$ cat config.mk
export PLATFORM = sky130hd
export DESIGN_NAME = fci_top
export DESIGN_NICKNAME = d
export VERILOG_FILES = /design/src/fci_pkg.sv /design/src/fci_top.sv /design/src/fci_timebase.sv
export VERILOG_INCLUDE_DIRS = /design/src /design/src/src
export SDC_FILE = /design/constraint.sdc
export NUM_CORES = 1
export LEC_CHECK = 0
export BUFFER_PORTS_ARGS = -buffer_cell sky130_fd_sc_hd__buf_2
export CORE_UTILIZATION = 56
export DETAILED_ROUTE_END_ITERATION = 10
export PLACE_DENSITY = 0.78
export SLEW_MARGIN = 5
export SYNTH_ARGS = -nofsm -noshare
export SYNTH_HDL_FRONTEND = slang
export SYNTH_SLANG_ARGS = --single-unit
$ cat constraint.sdc
create_clock -name sys_clk -period 3.1 [get_ports sys_clk]
set_input_delay 0 -clock sys_clk [delete_from_list [all_inputs] [get_ports sys_clk]]
set_output_delay 0 -clock sys_clk [all_outputs]
set_load 0.01 [all_outputs]
$ cat src/fci_consts.svh
`ifndef FCI_CONSTS_SVH
`define FCI_CONSTS_SVH

// Address map: flash array space and register block
`define FCI_FLASH_SIZE 32'h0004_0000
`define FCI_REG_BASE 32'h00D0_0000
`define FCI_REG_SPAN 32'h0000_0030
`define FCI_OFF_MCR 32'h00D0_0000
`define FCI_OFF_CLKD 32'h00D0_0002
`define FCI_OFF_USTAT 32'h00D0_001C
`define FCI_OFF_CMD 32'h00D0_0020
`define FCI_OFF_FCTL 32'h00D0_0024
`define FCI_OFF_FADR 32'h00D0_0026
`define FCI_OFF_FDATA 32'h00D0_0028
`define FCI_SPAN_BYTE 32'h0000_0001
`define FCI_SPAN_HALF 32'h0000_0002
`define FCI_SPAN_WORD 32'h0000_0004

// Module config register fields
`define FCI_MCR_CBEIE 7
`define FCI_MCR_CCIE 6
`define FCI_MCR_KEY_ACCESS_BIT 5

// Timebase ratio register fields
`define FCI_CLKD_RATIO_WRITTEN_FLAG 7
`define FCI_CLKD_PRDIV 6
`define FCI_CLKD_RATIO_HI 5

// User status register fields
`define FCI_ST_BUFFER_EMPTY_FLAG 7
`define FCI_ST_COMMAND_COMPLETE_FLAG 6
`define FCI_ST_PROTECTION_VIOLATION_FLAG 5
`define FCI_ST_ACCESS_ERROR_FLAG 4
`define FCI_ST_BLANK 2

// Command register: bit 7 is reserved
`define FCI_CMD_RSVD 7

// Command codes
`define FCI_CMD_VERIFY 7'h05
`define FCI_CMD_PROGRAM 7'h20
`define FCI_CMD_PAGE_ERS 7'h40
`define FCI_CMD_MASS_ERS 7'h41

// Reset values
`define FCI_RST_MCR 8'h00
`define FCI_RST_CLKD 8'h00
`define FCI_RST_CMD 8'h00

// Lowest address bit that selects a program row
`define FCI_ROW_LSB 8

// Sense amplifier on-time: 50 ns at an 8 ns clock, rounded down
`define FCI_SENSE_AMP_TIMEOUT_NS 50
`define FCI_CLK_NS 8
`define FCI_SENSE_AMP_TIMEOUT_CYC (`FCI_SENSE_AMP_TIMEOUT_NS / `FCI_CLK_NS)

`endif

$ cat src/fci_pkg.sv
`default_nettype none
package fci_pkg;

  // Access width on the local memory bus
  typedef enum logic [1:0] {
    SZ_BYTE = 2'h0,
    SZ_HALF = 2'h1,
    SZ_WORD = 2'h2,
    SZ_RSVD = 2'h3
  } fci_size_e_t;

  // Command sequence state, Gray along idle -> word -> command
  typedef enum logic [1:0] {
    SEQ_IDLE = 2'h0,
    SEQ_WORD = 2'h1,
    SEQ_CMD = 2'h3
  } fci_seq_e_t;

  // Bus request from the core
  typedef struct packed {
    logic req;
    logic write;
    fci_size_e_t size;
    logic [31:0] addr;
    logic [31:0] wdata;
  } fci_bus_req_t;

  // Bus answer, one cycle after the request
  typedef struct packed {
    logic done;
    logic err;
    logic [31:0] rdata;
  } fci_bus_rsp_t;

  // One queued command with its latched address and data
  typedef struct packed {
    logic valid;
    logic [6:0] cmd;
    logic [31:0] addr;
    logic [31:0] data;
  } fci_entry_t;

  // Command handed to the flash array
  typedef struct packed {
    logic start;
    logic pumpKeep;
    logic pumpOn;
    logic [6:0] cmd;
    logic [31:0] addr;
    logic [31:0] data;
  } fci_array_op_t;

endpackage
`default_nettype wire

$ cat src/fci_top.sv
`include "fci_consts.svh"
`default_nettype none
// Contract
// - Verify finding both blocks blank sets flag
// - Complete with flag clear means not blank
// - Command bit 7 ignores writes, reads zero
// - Unknown command code sets access error
// - Decode verify, program, page and mass erase
// - Factory registers give transfer error outside test
// - Aligned reads finish in one cycle
// - Misaligned access gives transfer error
// - Sense amplifiers switch off after 50 ns; code drops them after 6 cycles, 48 ns at an 8 ns clock
// - Only aligned word writes to the array
// - Array write only latches address and data
// - Two-entry command queue
// - Keep pumps on for same-row programs
// - Timebase from programmable counter on module clock
// - Buffer-empty and complete flags request interrupts
// - Timebase is sys/(1+7p)/(ratio+1)
// - Array writes obey the key access bit
// - Ratio write sets flag; unlocks commands
// - Write one to buffer-empty launches command
// - Command register locked while buffer full
module fci_top #(
  parameter logic [15:0] PgmTicks = 16'h0010, // Program length in timebase ticks
  parameter logic [15:0] PageTicks = 16'h0020, // Page erase length
  parameter logic [15:0] MassTicks = 16'h0040, // Mass erase length
  parameter logic [15:0] VerifyTicks = 16'h0008 // Erase verify length
) (
  input wire logic sys_clk,
  input wire logic rst_n,
  input wire logic clkEn,
  input wire logic testMode,
  input wire fci_pkg::fci_bus_req_t busReq,
  output var fci_pkg::fci_bus_rsp_t busRsp,
  input wire logic [31:0] arrayRdData,
  input wire logic arrayBlank,
  output var logic senseAmpEn,
  output var fci_pkg::fci_array_op_t arrayOp,
  output var logic irqReq
);
  import fci_pkg::*;

  ////////////////////////////////////////////////////////////////////////////
  // Helpers

  // Address falls in [off, off + span)
  function automatic logic regHit(input logic [31:0] a, input logic [31:0] off, input logic [31:0] span);
    regHit = (a >= off) && (a < off + span);
  endfunction

  // Command code is one of the four user commands
  function automatic logic cmdValid(input logic [6:0] c);
    cmdValid = (c == `FCI_CMD_VERIFY) || (c == `FCI_CMD_PROGRAM) ||
               (c == `FCI_CMD_PAGE_ERS) || (c == `FCI_CMD_MASS_ERS);
  endfunction

  // Length of each command in timebase ticks
  function automatic logic [15:0] opTicks(input logic [6:0] c);
    case (c)
      `FCI_CMD_PROGRAM: opTicks = PgmTicks;
      `FCI_CMD_PAGE_ERS: opTicks = PageTicks;
      `FCI_CMD_MASS_ERS: opTicks = MassTicks;
      default: opTicks = VerifyTicks;
    endcase
  endfunction

  ////////////////////////////////////////////////////////////////////////////
  // State

  logic [7:0] mcr_r; // Interrupt enables and key access
  logic [7:0] clkd_r; // Ratio-written, prescale and ratio
  logic [7:0] cmd_r; // Command register, bit 7 always zero
  logic buffer_empty_flag_r; // Buffer empty
  logic command_complete_flag_r; // All commands complete
  logic access_error_flag_r; // Access error, sticky
  logic blank_r; // Erase verified, sticky
  fci_seq_e_t seq_r; // Command write sequence
  logic [31:0] wordAddr_r; // Latched array write address
  logic [31:0] wordData_r; // Latched array write data
  fci_entry_t pend_r; // Queue stage waiting to run
  fci_entry_t exec_r; // Queue stage running
  logic [15:0] ticks_r; // Timebase ticks spent on the running command
  logic [2:0] sense_amp_timeout_r; // Sense amplifier on-time left
  logic tbTick; // Timebase tick

  ////////////////////////////////////////////////////////////////////////////
  // Address decode

  wire logic [31:0] addr = busReq.addr;
  wire logic inFlash = addr < `FCI_FLASH_SIZE;
  wire logic inRegs = regHit(addr, `FCI_REG_BASE, `FCI_REG_SPAN);
  wire logic hitMcr = regHit(addr, `FCI_OFF_MCR, `FCI_SPAN_BYTE);
  wire logic hitClkd = regHit(addr, `FCI_OFF_CLKD, `FCI_SPAN_BYTE);
  wire logic hitUstat = regHit(addr, `FCI_OFF_USTAT, `FCI_SPAN_BYTE);
  wire logic hitCmd = regHit(addr, `FCI_OFF_CMD, `FCI_SPAN_BYTE);
  wire logic hitFact = regHit(addr, `FCI_OFF_FCTL, `FCI_SPAN_HALF) |
                       regHit(addr, `FCI_OFF_FADR, `FCI_SPAN_HALF) |
                       regHit(addr, `FCI_OFF_FDATA, `FCI_SPAN_WORD);
  wire logic hitKnown = hitMcr | hitClkd | hitUstat | hitCmd;

  // Error causes, any of which ends the cycle with a transfer error
  wire logic misaligned = ((busReq.size == SZ_HALF) & addr[0]) |
                          ((busReq.size == SZ_WORD) & (addr[1:0] != 2'h0)) |
                          (busReq.size == SZ_RSVD);
  wire logic narrowWr = busReq.write & inFlash & (busReq.size != SZ_WORD);
  wire logic factBlock = hitFact & ~testMode;
  wire logic unmapped = ~inFlash & ~(inRegs & (hitKnown | hitFact));
  wire logic errNow = misaligned | narrowWr | factBlock | unmapped;

  // Accepted accesses
  wire logic take = busReq.req & clkEn;
  wire logic wrOk = take & busReq.write & ~errNow;
  wire logic rdOk = take & ~busReq.write & ~errNow;
  wire logic key_access_bit = mcr_r[`FCI_MCR_KEY_ACCESS_BIT];
  wire logic wrMcr = wrOk & hitMcr;
  wire logic wrClkd = wrOk & hitClkd;
  wire logic wrUstat = wrOk & hitUstat;
  wire logic wrCmd = wrOk & hitCmd;
  // With key access set, array writes serve the key path and skip the sequence
  wire logic wrArray = wrOk & inFlash & ~key_access_bit;
  wire logic ratioWritten = clkd_r[`FCI_CLKD_RATIO_WRITTEN_FLAG];
  wire logic [7:0] wd8 = busReq.wdata[7:0];

  ////////////////////////////////////////////////////////////////////////////
  // Command sequence events

  // Array write out of order, before the ratio is set, or with buffer full
  wire logic arrErr = wrArray & (~ratioWritten | ~buffer_empty_flag_r | (seq_r != SEQ_IDLE));
  // Command written out of order or with an unknown code; blocked when full
  wire logic cmdTake = wrCmd & buffer_empty_flag_r;
  wire logic cmdErr = cmdTake & ((seq_r != SEQ_WORD) | ~cmdValid(wd8[6:0]));
  // Writing zero to buffer-empty mid-sequence aborts it
  wire logic abortErr = wrUstat & ~wd8[`FCI_ST_BUFFER_EMPTY_FLAG] & (seq_r != SEQ_IDLE);
  // Other register writes between the sequence steps are illegal
  wire logic otherErr = (wrMcr | wrClkd) & (seq_r != SEQ_IDLE);
  wire logic setErr = arrErr | cmdErr | abortErr | otherErr;
  wire logic launch = wrUstat & wd8[`FCI_ST_BUFFER_EMPTY_FLAG] & (seq_r == SEQ_CMD) & buffer_empty_flag_r & ~access_error_flag_r;

  // Queue movement
  wire logic execDone = exec_r.valid & tbTick & (ticks_r == opTicks(exec_r.cmd) - 16'h0001);
  wire logic advance = pend_r.valid & (~exec_r.valid | execDone);
  wire logic execValidNxt = advance | (exec_r.valid & ~execDone);
  wire logic pendValidNxt = launch | (pend_r.valid & ~advance);
  // Same-row program follows a program: pumps stay up
  wire logic keepRow = (exec_r.cmd == `FCI_CMD_PROGRAM) & (pend_r.cmd == `FCI_CMD_PROGRAM) &
                       (exec_r.addr[31:`FCI_ROW_LSB] == pend_r.addr[31:`FCI_ROW_LSB]) &
                       exec_r.valid;
  wire logic blankSet = execDone & (exec_r.cmd == `FCI_CMD_VERIFY) & arrayBlank;

  // Register read data, narrow registers in the low byte
  wire logic [7:0] ustatVal = {buffer_empty_flag_r, command_complete_flag_r, 1'b0, access_error_flag_r, 1'b0, blank_r, 2'h0};
  wire logic [31:0] rdMux = inFlash ? arrayRdData :
                            hitMcr ? {24'h00_0000, mcr_r} :
                            hitClkd ? {24'h00_0000, clkd_r} :
                            hitUstat ? {24'h00_0000, ustatVal} :
                            hitCmd ? {24'h00_0000, cmd_r} : 32'h0000_0000;

  ////////////////////////////////////////////////////////////////////////////
  // Timebase divider, running only while a command executes
  fci_timebase u_timebase (
    .sys_clk(sys_clk),
    .rst_n(rst_n),
    .clkEn(clkEn),
    .run(exec_r.valid),
    .prescaleByEight(clkd_r[`FCI_CLKD_PRDIV]),
    .ratio(clkd_r[`FCI_CLKD_RATIO_HI:0]),
    .tick(tbTick)
  );

  ////////////////////////////////////////////////////////////////////////////
  // Bus answer: every access answers on the following edge
  always_ff @(posedge sys_clk) begin
    if (!rst_n) begin
      busRsp <= '0;
    end else if (clkEn) begin
      busRsp.done <= busReq.req;
      busRsp.err <= busReq.req & errNow;
      busRsp.rdata <= rdOk ? rdMux : 32'h0000_0000;
    end
  end

  ////////////////////////////////////////////////////////////////////////////
  // Sense amplifiers: an array read retriggers the on-time, then they drop to save power
  always_ff @(posedge sys_clk) begin
    if (!rst_n) begin
      senseAmpEn <= 1'b0;
      sense_amp_timeout_r <= 3'h0;
    end else if (clkEn) begin
      if (rdOk & inFlash) begin
        senseAmpEn <= 1'b1;
        sense_amp_timeout_r <= 3'(`FCI_SENSE_AMP_TIMEOUT_CYC - 1);
      end else if (sense_amp_timeout_r != 3'h0) begin
        sense_amp_timeout_r <= sense_amp_timeout_r - 3'h1;
      end else begin
        senseAmpEn <= 1'b0;
      end
    end
  end

  ////////////////////////////////////////////////////////////////////////////
  // Configuration registers; ratio-written flag sets on any ratio write
  always_ff @(posedge sys_clk) begin
    if (!rst_n) begin
      mcr_r <= `FCI_RST_MCR;
      clkd_r <= `FCI_RST_CLKD;
    end else if (clkEn) begin
      if (wrMcr) begin
        mcr_r <= wd8;
      end
      if (wrClkd) begin
        clkd_r <= {1'b1, wd8[6:0]};
      end
    end
  end

  ////////////////////////////////////////////////////////////////////////////
  // Command write sequence: latch word, take command, wait for launch
  always_ff @(posedge sys_clk) begin
    if (!rst_n) begin
      seq_r <= SEQ_IDLE;
      cmd_r <= `FCI_RST_CMD;
      wordAddr_r <= 32'h0000_0000;
      wordData_r <= 32'h0000_0000;
    end else if (clkEn) begin
      if (cmdTake) begin
        cmd_r <= {1'b0, wd8[6:0]};
      end
      if (wrArray & ~arrErr) begin
        wordAddr_r <= addr;
        wordData_r <= busReq.wdata;
      end
      // Any access error self-aborts the sequence
      case (seq_r)
        SEQ_IDLE: begin
          if (wrArray & ~arrErr) begin
            seq_r <= SEQ_WORD;
          end
        end
        SEQ_WORD: begin
          if (setErr) begin
            seq_r <= SEQ_IDLE;
          end else if (cmdTake) begin
            seq_r <= SEQ_CMD;
          end
        end
        SEQ_CMD: begin
          if (setErr | launch) begin
            seq_r <= SEQ_IDLE;
          end
        end
        default: begin
          seq_r <= SEQ_IDLE;
        end
      endcase
    end
  end

  ////////////////////////////////////////////////////////////////////////////
  // Status flags; a hardware set beats a same-cycle software clear
  always_ff @(posedge sys_clk) begin
    if (!rst_n) begin
      buffer_empty_flag_r <= 1'b1;
      command_complete_flag_r <= 1'b1;
      access_error_flag_r <= 1'b0;
      blank_r <= 1'b0;
    end else if (clkEn) begin
      access_error_flag_r <= setErr | (access_error_flag_r & ~(wrUstat & wd8[`FCI_ST_ACCESS_ERROR_FLAG]));
      blank_r <= blankSet | (blank_r & ~(wrUstat & wd8[`FCI_ST_BLANK]));
      // Buffer empty falls at launch, rises when the entry moves to execution
      if (launch) begin
        buffer_empty_flag_r <= 1'b0;
      end else if (advance) begin
        buffer_empty_flag_r <= 1'b1;
      end
      command_complete_flag_r <= ~(pendValidNxt | execValidNxt);
    end
  end

  ////////////////////////////////////////////////////////////////////////////
  // Two-stage queue and execution timer
  always_ff @(posedge sys_clk) begin
    if (!rst_n) begin
      pend_r <= '0;
      exec_r <= '0;
      ticks_r <= 16'h0000;
    end else if (clkEn) begin
      if (launch) begin
        pend_r <= '{valid: 1'b1, cmd: cmd_r[6:0], addr: wordAddr_r, data: wordData_r};
      end else if (advance) begin
        pend_r.valid <= 1'b0;
      end
      if (advance) begin
        exec_r <= pend_r;
        ticks_r <= 16'h0000;
      end else if (execDone) begin
        exec_r.valid <= 1'b0;
      end else if (exec_r.valid & tbTick) begin
        ticks_r <= ticks_r + 16'h0001;
      end
    end
  end

  ////////////////////////////////////////////////////////////////////////////
  // Array command port and interrupt request
  always_ff @(posedge sys_clk) begin
    if (!rst_n) begin
      arrayOp <= '0;
      irqReq <= 1'b0;
    end else if (clkEn) begin
      arrayOp.start <= advance;
      arrayOp.pumpKeep <= advance & keepRow;
      arrayOp.pumpOn <= execValidNxt & ~(execDone & ~keepRow);
      if (advance) begin
        arrayOp.cmd <= pend_r.cmd;
        arrayOp.addr <= pend_r.addr;
        arrayOp.data <= pend_r.data;
      end
      irqReq <= (buffer_empty_flag_r & mcr_r[`FCI_MCR_CBEIE]) | (command_complete_flag_r & mcr_r[`FCI_MCR_CCIE]);
    end
  end

  ////////////////////////////////////////////////////////////////////////////
  // Checks

  chk_read_one_cycle: assert property (@(posedge sys_clk) disable iff (!rst_n)
    rdOk |=> (busRsp.done && !busRsp.err)) else $error("aligned read not answered next cycle");
  chk_misalign_error: assert property (@(posedge sys_clk) disable iff (!rst_n)
    (take && misaligned) |=> (busRsp.done && busRsp.err)) else $error("misaligned access not refused");
  chk_narrow_write: assert property (@(posedge sys_clk) disable iff (!rst_n)
    (take && narrowWr) |=> busRsp.err && $stable(seq_r)) else $error("narrow array write accepted");
  chk_factory_block: assert property (@(posedge sys_clk) disable iff (!rst_n)
    (take && hitFact && !testMode) |=> busRsp.err) else $error("factory register reached outside test");
  chk_cmd_bit_seven: assert property (@(posedge sys_clk) disable iff (!rst_n)
    (rdOk && hitCmd) |=> (busRsp.rdata[7] == 1'b0)) else $error("command bit 7 read as one");
  chk_cmd_locked: assert property (@(posedge sys_clk) disable iff (!rst_n)
    (wrCmd && !buffer_empty_flag_r) |=> $stable(cmd_r)) else $error("command written while buffer full");
  chk_bad_code: assert property (@(posedge sys_clk) disable iff (!rst_n)
    (cmdTake && !cmdValid(wd8[6:0])) |=> access_error_flag_r) else $error("unknown command left no access error");
  chk_ratio_flag: assert property (@(posedge sys_clk) disable iff (!rst_n)
    (wrClkd && !wrArray) |=> (ratioWritten && !arrErr)) else $error("ratio write did not set flag");
  chk_early_write: assert property (@(posedge sys_clk) disable iff (!rst_n)
    (wrArray && !ratioWritten) |=> (access_error_flag_r && seq_r == SEQ_IDLE)) else $error("array write before ratio");
  chk_sense_amp_timeout_off: assert property (@(posedge sys_clk) disable iff (!rst_n)
    (rdOk && inFlash) ##1 (clkEn && !rdOk)[*7] |=> !senseAmpEn) else $error("sense amps left on");
  chk_launch_clears: assert property (@(posedge sys_clk) disable iff (!rst_n)
    launch |=> (!buffer_empty_flag_r && !command_complete_flag_r && pend_r.valid)) else $error("launch did not queue command");
  chk_done_flags: assert property (@(posedge sys_clk) disable iff (!rst_n)
    (clkEn && execDone && !pend_r.valid && !launch) |=> (command_complete_flag_r && !exec_r.valid)) else $error("no completion");
  chk_tb_idle: assert property (@(posedge sys_clk) disable iff (!rst_n)
    (!exec_r.valid && clkEn) |=> !tbTick) else $error("timebase ticked with nothing running");

endmodule
`default_nettype wire

$ cat src/fci_timebase.sv
`include "fci_consts.svh"
`default_nettype none
module fci_timebase (
  input wire logic sys_clk,
  input wire logic rst_n,
  input wire logic clkEn,
  input wire logic run,
  input wire logic prescaleByEight,
  input wire logic [5:0] ratio,
  output var logic tick
);

  logic [2:0] pre_r; // Divide-by-eight prescaler
  logic [5:0] div_r; // Ratio counter
  logic preTick; // Prescaled clock enable

  // Prescaler passes every cycle unless divide-by-eight is chosen
  assign preTick = ~prescaleByEight | (pre_r == 3'h7);

  ////////////////////////////////////////////////////////////////////////////
  // Counters are held clear while no command runs, which saves toggling
  always_ff @(posedge sys_clk) begin
    if (!rst_n) begin
      pre_r <= 3'h0;
      div_r <= 6'h00;
      tick <= 1'b0;
    end else if (clkEn) begin
      if (!run) begin
        pre_r <= 3'h0;
        div_r <= 6'h00;
        tick <= 1'b0;
      end else begin
        // Rate is sys / (1 + 7*p) / (ratio + 1)
        pre_r <= prescaleByEight ? pre_r + 3'h1 : 3'h0;
        tick <= 1'b0;
        if (preTick) begin
          if (div_r == ratio) begin
            div_r <= 6'h00;
            tick <= 1'b1;
          end else begin
            div_r <= div_r + 6'h01;
          end
        end
      end
    end
  end

endmodule
`default_nettype wire

==> out/metrics.cfg <==
[status]
status=complete, no violations

[timing]
min_period_ns=2.80
setup_ws_ns=0.298
finalMaxSlewViolations=0
worst_clock_skew_ns=0.00763
period_share_pct=90.4
tns_ns=0
maxSlewHeadroom_pct=40.2
fmax_ghz=0.357
setup_viol=0
rsz0062_at_grt=false
tightest_slew_ns=0.896
hold_viol_final=0
hold_slack_ns=0.0430

[pwr]
intPower_w=0.00627
p_switching_w=0.00174
pwr-share-seq_pct=49.2
clkPwrFrac_pct=45.5
p_leak_nw=6.25
p_per_area_nw_per_um2=504
vdd_drop_max_mv=0.435
netSwitchingFraction_pct=21.8
combPwrFrac_pct=5.3

[clock_network]
cts_buffers=31
cts.reportedPaths.clkPinSlew_ns=0.06
cts_sinks=305
tritoncts=done
htreeDepth=1
clkLatencyLatePin_ns=0.55
ctsResizeCount=0
cts_buffer_depth=3
cts.hold.buffers_added=86
post_cts_buffers=0
root_buffer=clkbuf_16

[worst_hold_path]
hold_class=in2reg

[worst_setup_path]
cp-start-kind=flip-flop
cpMostUsedCell=or4_4
r2r_slack_ns=0.30
path_class=reg2reg
cp_data_required_time_ns=3.59
crit_arrival_ns=3.29
crit_fanout=7
cpPeakStageDelay_ns=0.57
cp_slowest_cell=dlygate4sd3_1
path_cells=or4_4, or4_4, a2111o_1, o22ai_1, dlygate4sd3_1
worstSetupEndpointType=flip-flop

[die]
dieArea_sq_um=23500
coreArea_sq_um=22100
die_height_um=153
die_w_um=153
row_count=54
ios=215
start_util_pct=57.9

[synthesis]
ys_ff_latch=305
synthArstFlopShare_pct=0
synthCells=1477
synth_area_leader_cell=dfxtp_1
yosysTopAreaCellShare_pct=47.7
ys.flop_type=dfxtp_1
ys_warn_count=0
seq_area_frac_synth_pct=47.7
synth.area.top_cells=dfxtp_1 48%, nand2_1 13%, a21boi_1 7.8%
syn-num-nets=1588
synth_mux_area_share_pct=2.78
synthAdderAreaFrac_pct=0.587
synthSimpleGateAreaFrac_pct=23.8
yosysUniqueCellTypes=76
synth_compound_area_share_pct=18.1
ys_top_cells_by_count=446 x nand2_1, 305 x dfxtp_1, 133 x a21boi_1
synth_top_family_by_area=simple AND/OR/NAND/NOR gates
synth_xor_area_share_pct=3.00
synth_area_per_cell_sq_um=8.67
synth-edff-count=0
yosysMostFrequentCell=nand2_1
netlist_area_sq_um=12800

[final_layout]
finish.instance_area_sq_um=15900
drive_gt1_share_pct=18.2
syn2layout_area_growth_pct=24.2
ff_latch_area_sq_um=6110
nFillCells=1696
multi_input_comb_area_sq_um=6220
num-nets-final=1846
fin_cells=2039

[global_route]
grt_max_degree=191
track_usage_pct=27.7
antenna_found_initial=1
grt.overflow.total=0
grt_pass1_wl_mm=53.9
grt_pass1_vias=11000

[place]
pre_cts_ws_ns=0.351
dp.cells=1896
routabilityCongestion=0.888
place.port_buffers=214
place_area_sq_um=14000
dp_hpwl_mm=20.6

[routing]
via_count=11400
routed_via_density=5.60
drt-initial-drc-count=775
routed_wl_mm=33.0
drc=0
ant_nets=0
drtPass1Iterations=5
wire_per_inst_um=16.2

[run]
cap_violations=0

## worst max-delay path: cells and delay by family (launching register included)
family / cells / cell delay, ns
buffers and inverters: 1 / 0.57
DFF: 1 / 0.37
AOI/OAI and AO/OA: 2 / 0.69
and+or+nand+nor: 2 / 1.11
## cell families (layout without fill, tap and decap cells)
| kind of cell | Yosys count | after routing |
|---|---|---|
| buffers and inverters | 107 | 388 |
| AO/OA/AOI/OAI | 314 | 314 |
| flip-flops | 305 | 305 |
| adder cells (fa/ha/maj) | 6 | 6 |
| other | 0 | 1 |
| multiplexers | 35 | 35 |
| AND/OR/NAND/NOR | 667 | 667 |
| XOR/XNOR | 43 | 43 |
## through the flow
step                      util, %  total power [W]
after floorplan                 -          0.00423
after global placement       63.5          0.00436
final                        72.0          0.00801
after global routing         72.0          0.00826
after detailed placement     63.5          0.00436
after CTS                    72.0          0.00806
## final cells by class
type	instances	area share, %
Antenna cell	1	0.0157
Clock buffer	40	5.41
Clock inverter	16	0.889
Inverter	12	0.283
Multi-Input combinational cell	1065	39.1
Sequential cell	305	38.4
Tap cell	280	2.20
Timing Repair Buffer	320	13.7
## cell usage in the layout (no fill, tap or decap), types with 19 or more instances in the layout
cell / count
xor2_1: 24
a22oi_1: 27
o21ai_0: 25
dfxtp_1: 305
buf_2: 213
a21boi_0: 59
nor2b_1: 42
clkbuf_16: 31
nor2_1: 26
and3_1: 23
a21oi_1: 19
nand2_1: 446
dlygate4sd3_1: 86
nor4_1: 23
mux2i_1: 31
a21boi_1: 133
nand4_1: 21
## final timing paths
check | startpoint | to | depth (start not counted)
hold reg to reg | pend_r[26] | arrayOp[26] | 2
setup reg to reg | arrayOp[65] | blank_r | 5
setup / recovery | arrayOp[65] | blank_r | 5
hold / removal | busReq[33] | clkd_r[7] | 3
## sequential cells by signal, summed over array words and instances, names as in the netlist, 3 cells and up
| signal | flops |
|---|---|
| arrayOp | 74 |
| busRsp | 34 |
| clkd_r | 8 |
| cmd_r | 7 |
| mcr_r | 8 |
| pend_r | 72 |
| sense_amp_timeout_r | 3 |
| ticks_r | 16 |
| u_timebase.div_r | 6 |
| u_timebase.pre_r | 3 |
| wordAddr_r | 32 |
| wordData_r | 32 |
## per-layer routing
metal  vias up  track usage [%]  part of all wire [%]
met5         -                0                     0
met3        87             5.36                   6.6
li1       5559                -                     -
met2       389             48.4                    48
met4         0             11.4                   3.8
met1      5383             33.3                    41
## power groups by stage
stage               logic, W  registers, W  clock network [W]
floorplan           0.000199       0.00403                  0
global placement    0.000328       0.00403                  0
detailed placement  0.000332       0.00403                  0
CTS                 0.000416       0.00394            0.00370
global route        0.000459       0.00394            0.00386
finish              0.000424       0.00394            0.00365
Power figures use the tool's default switching activity.
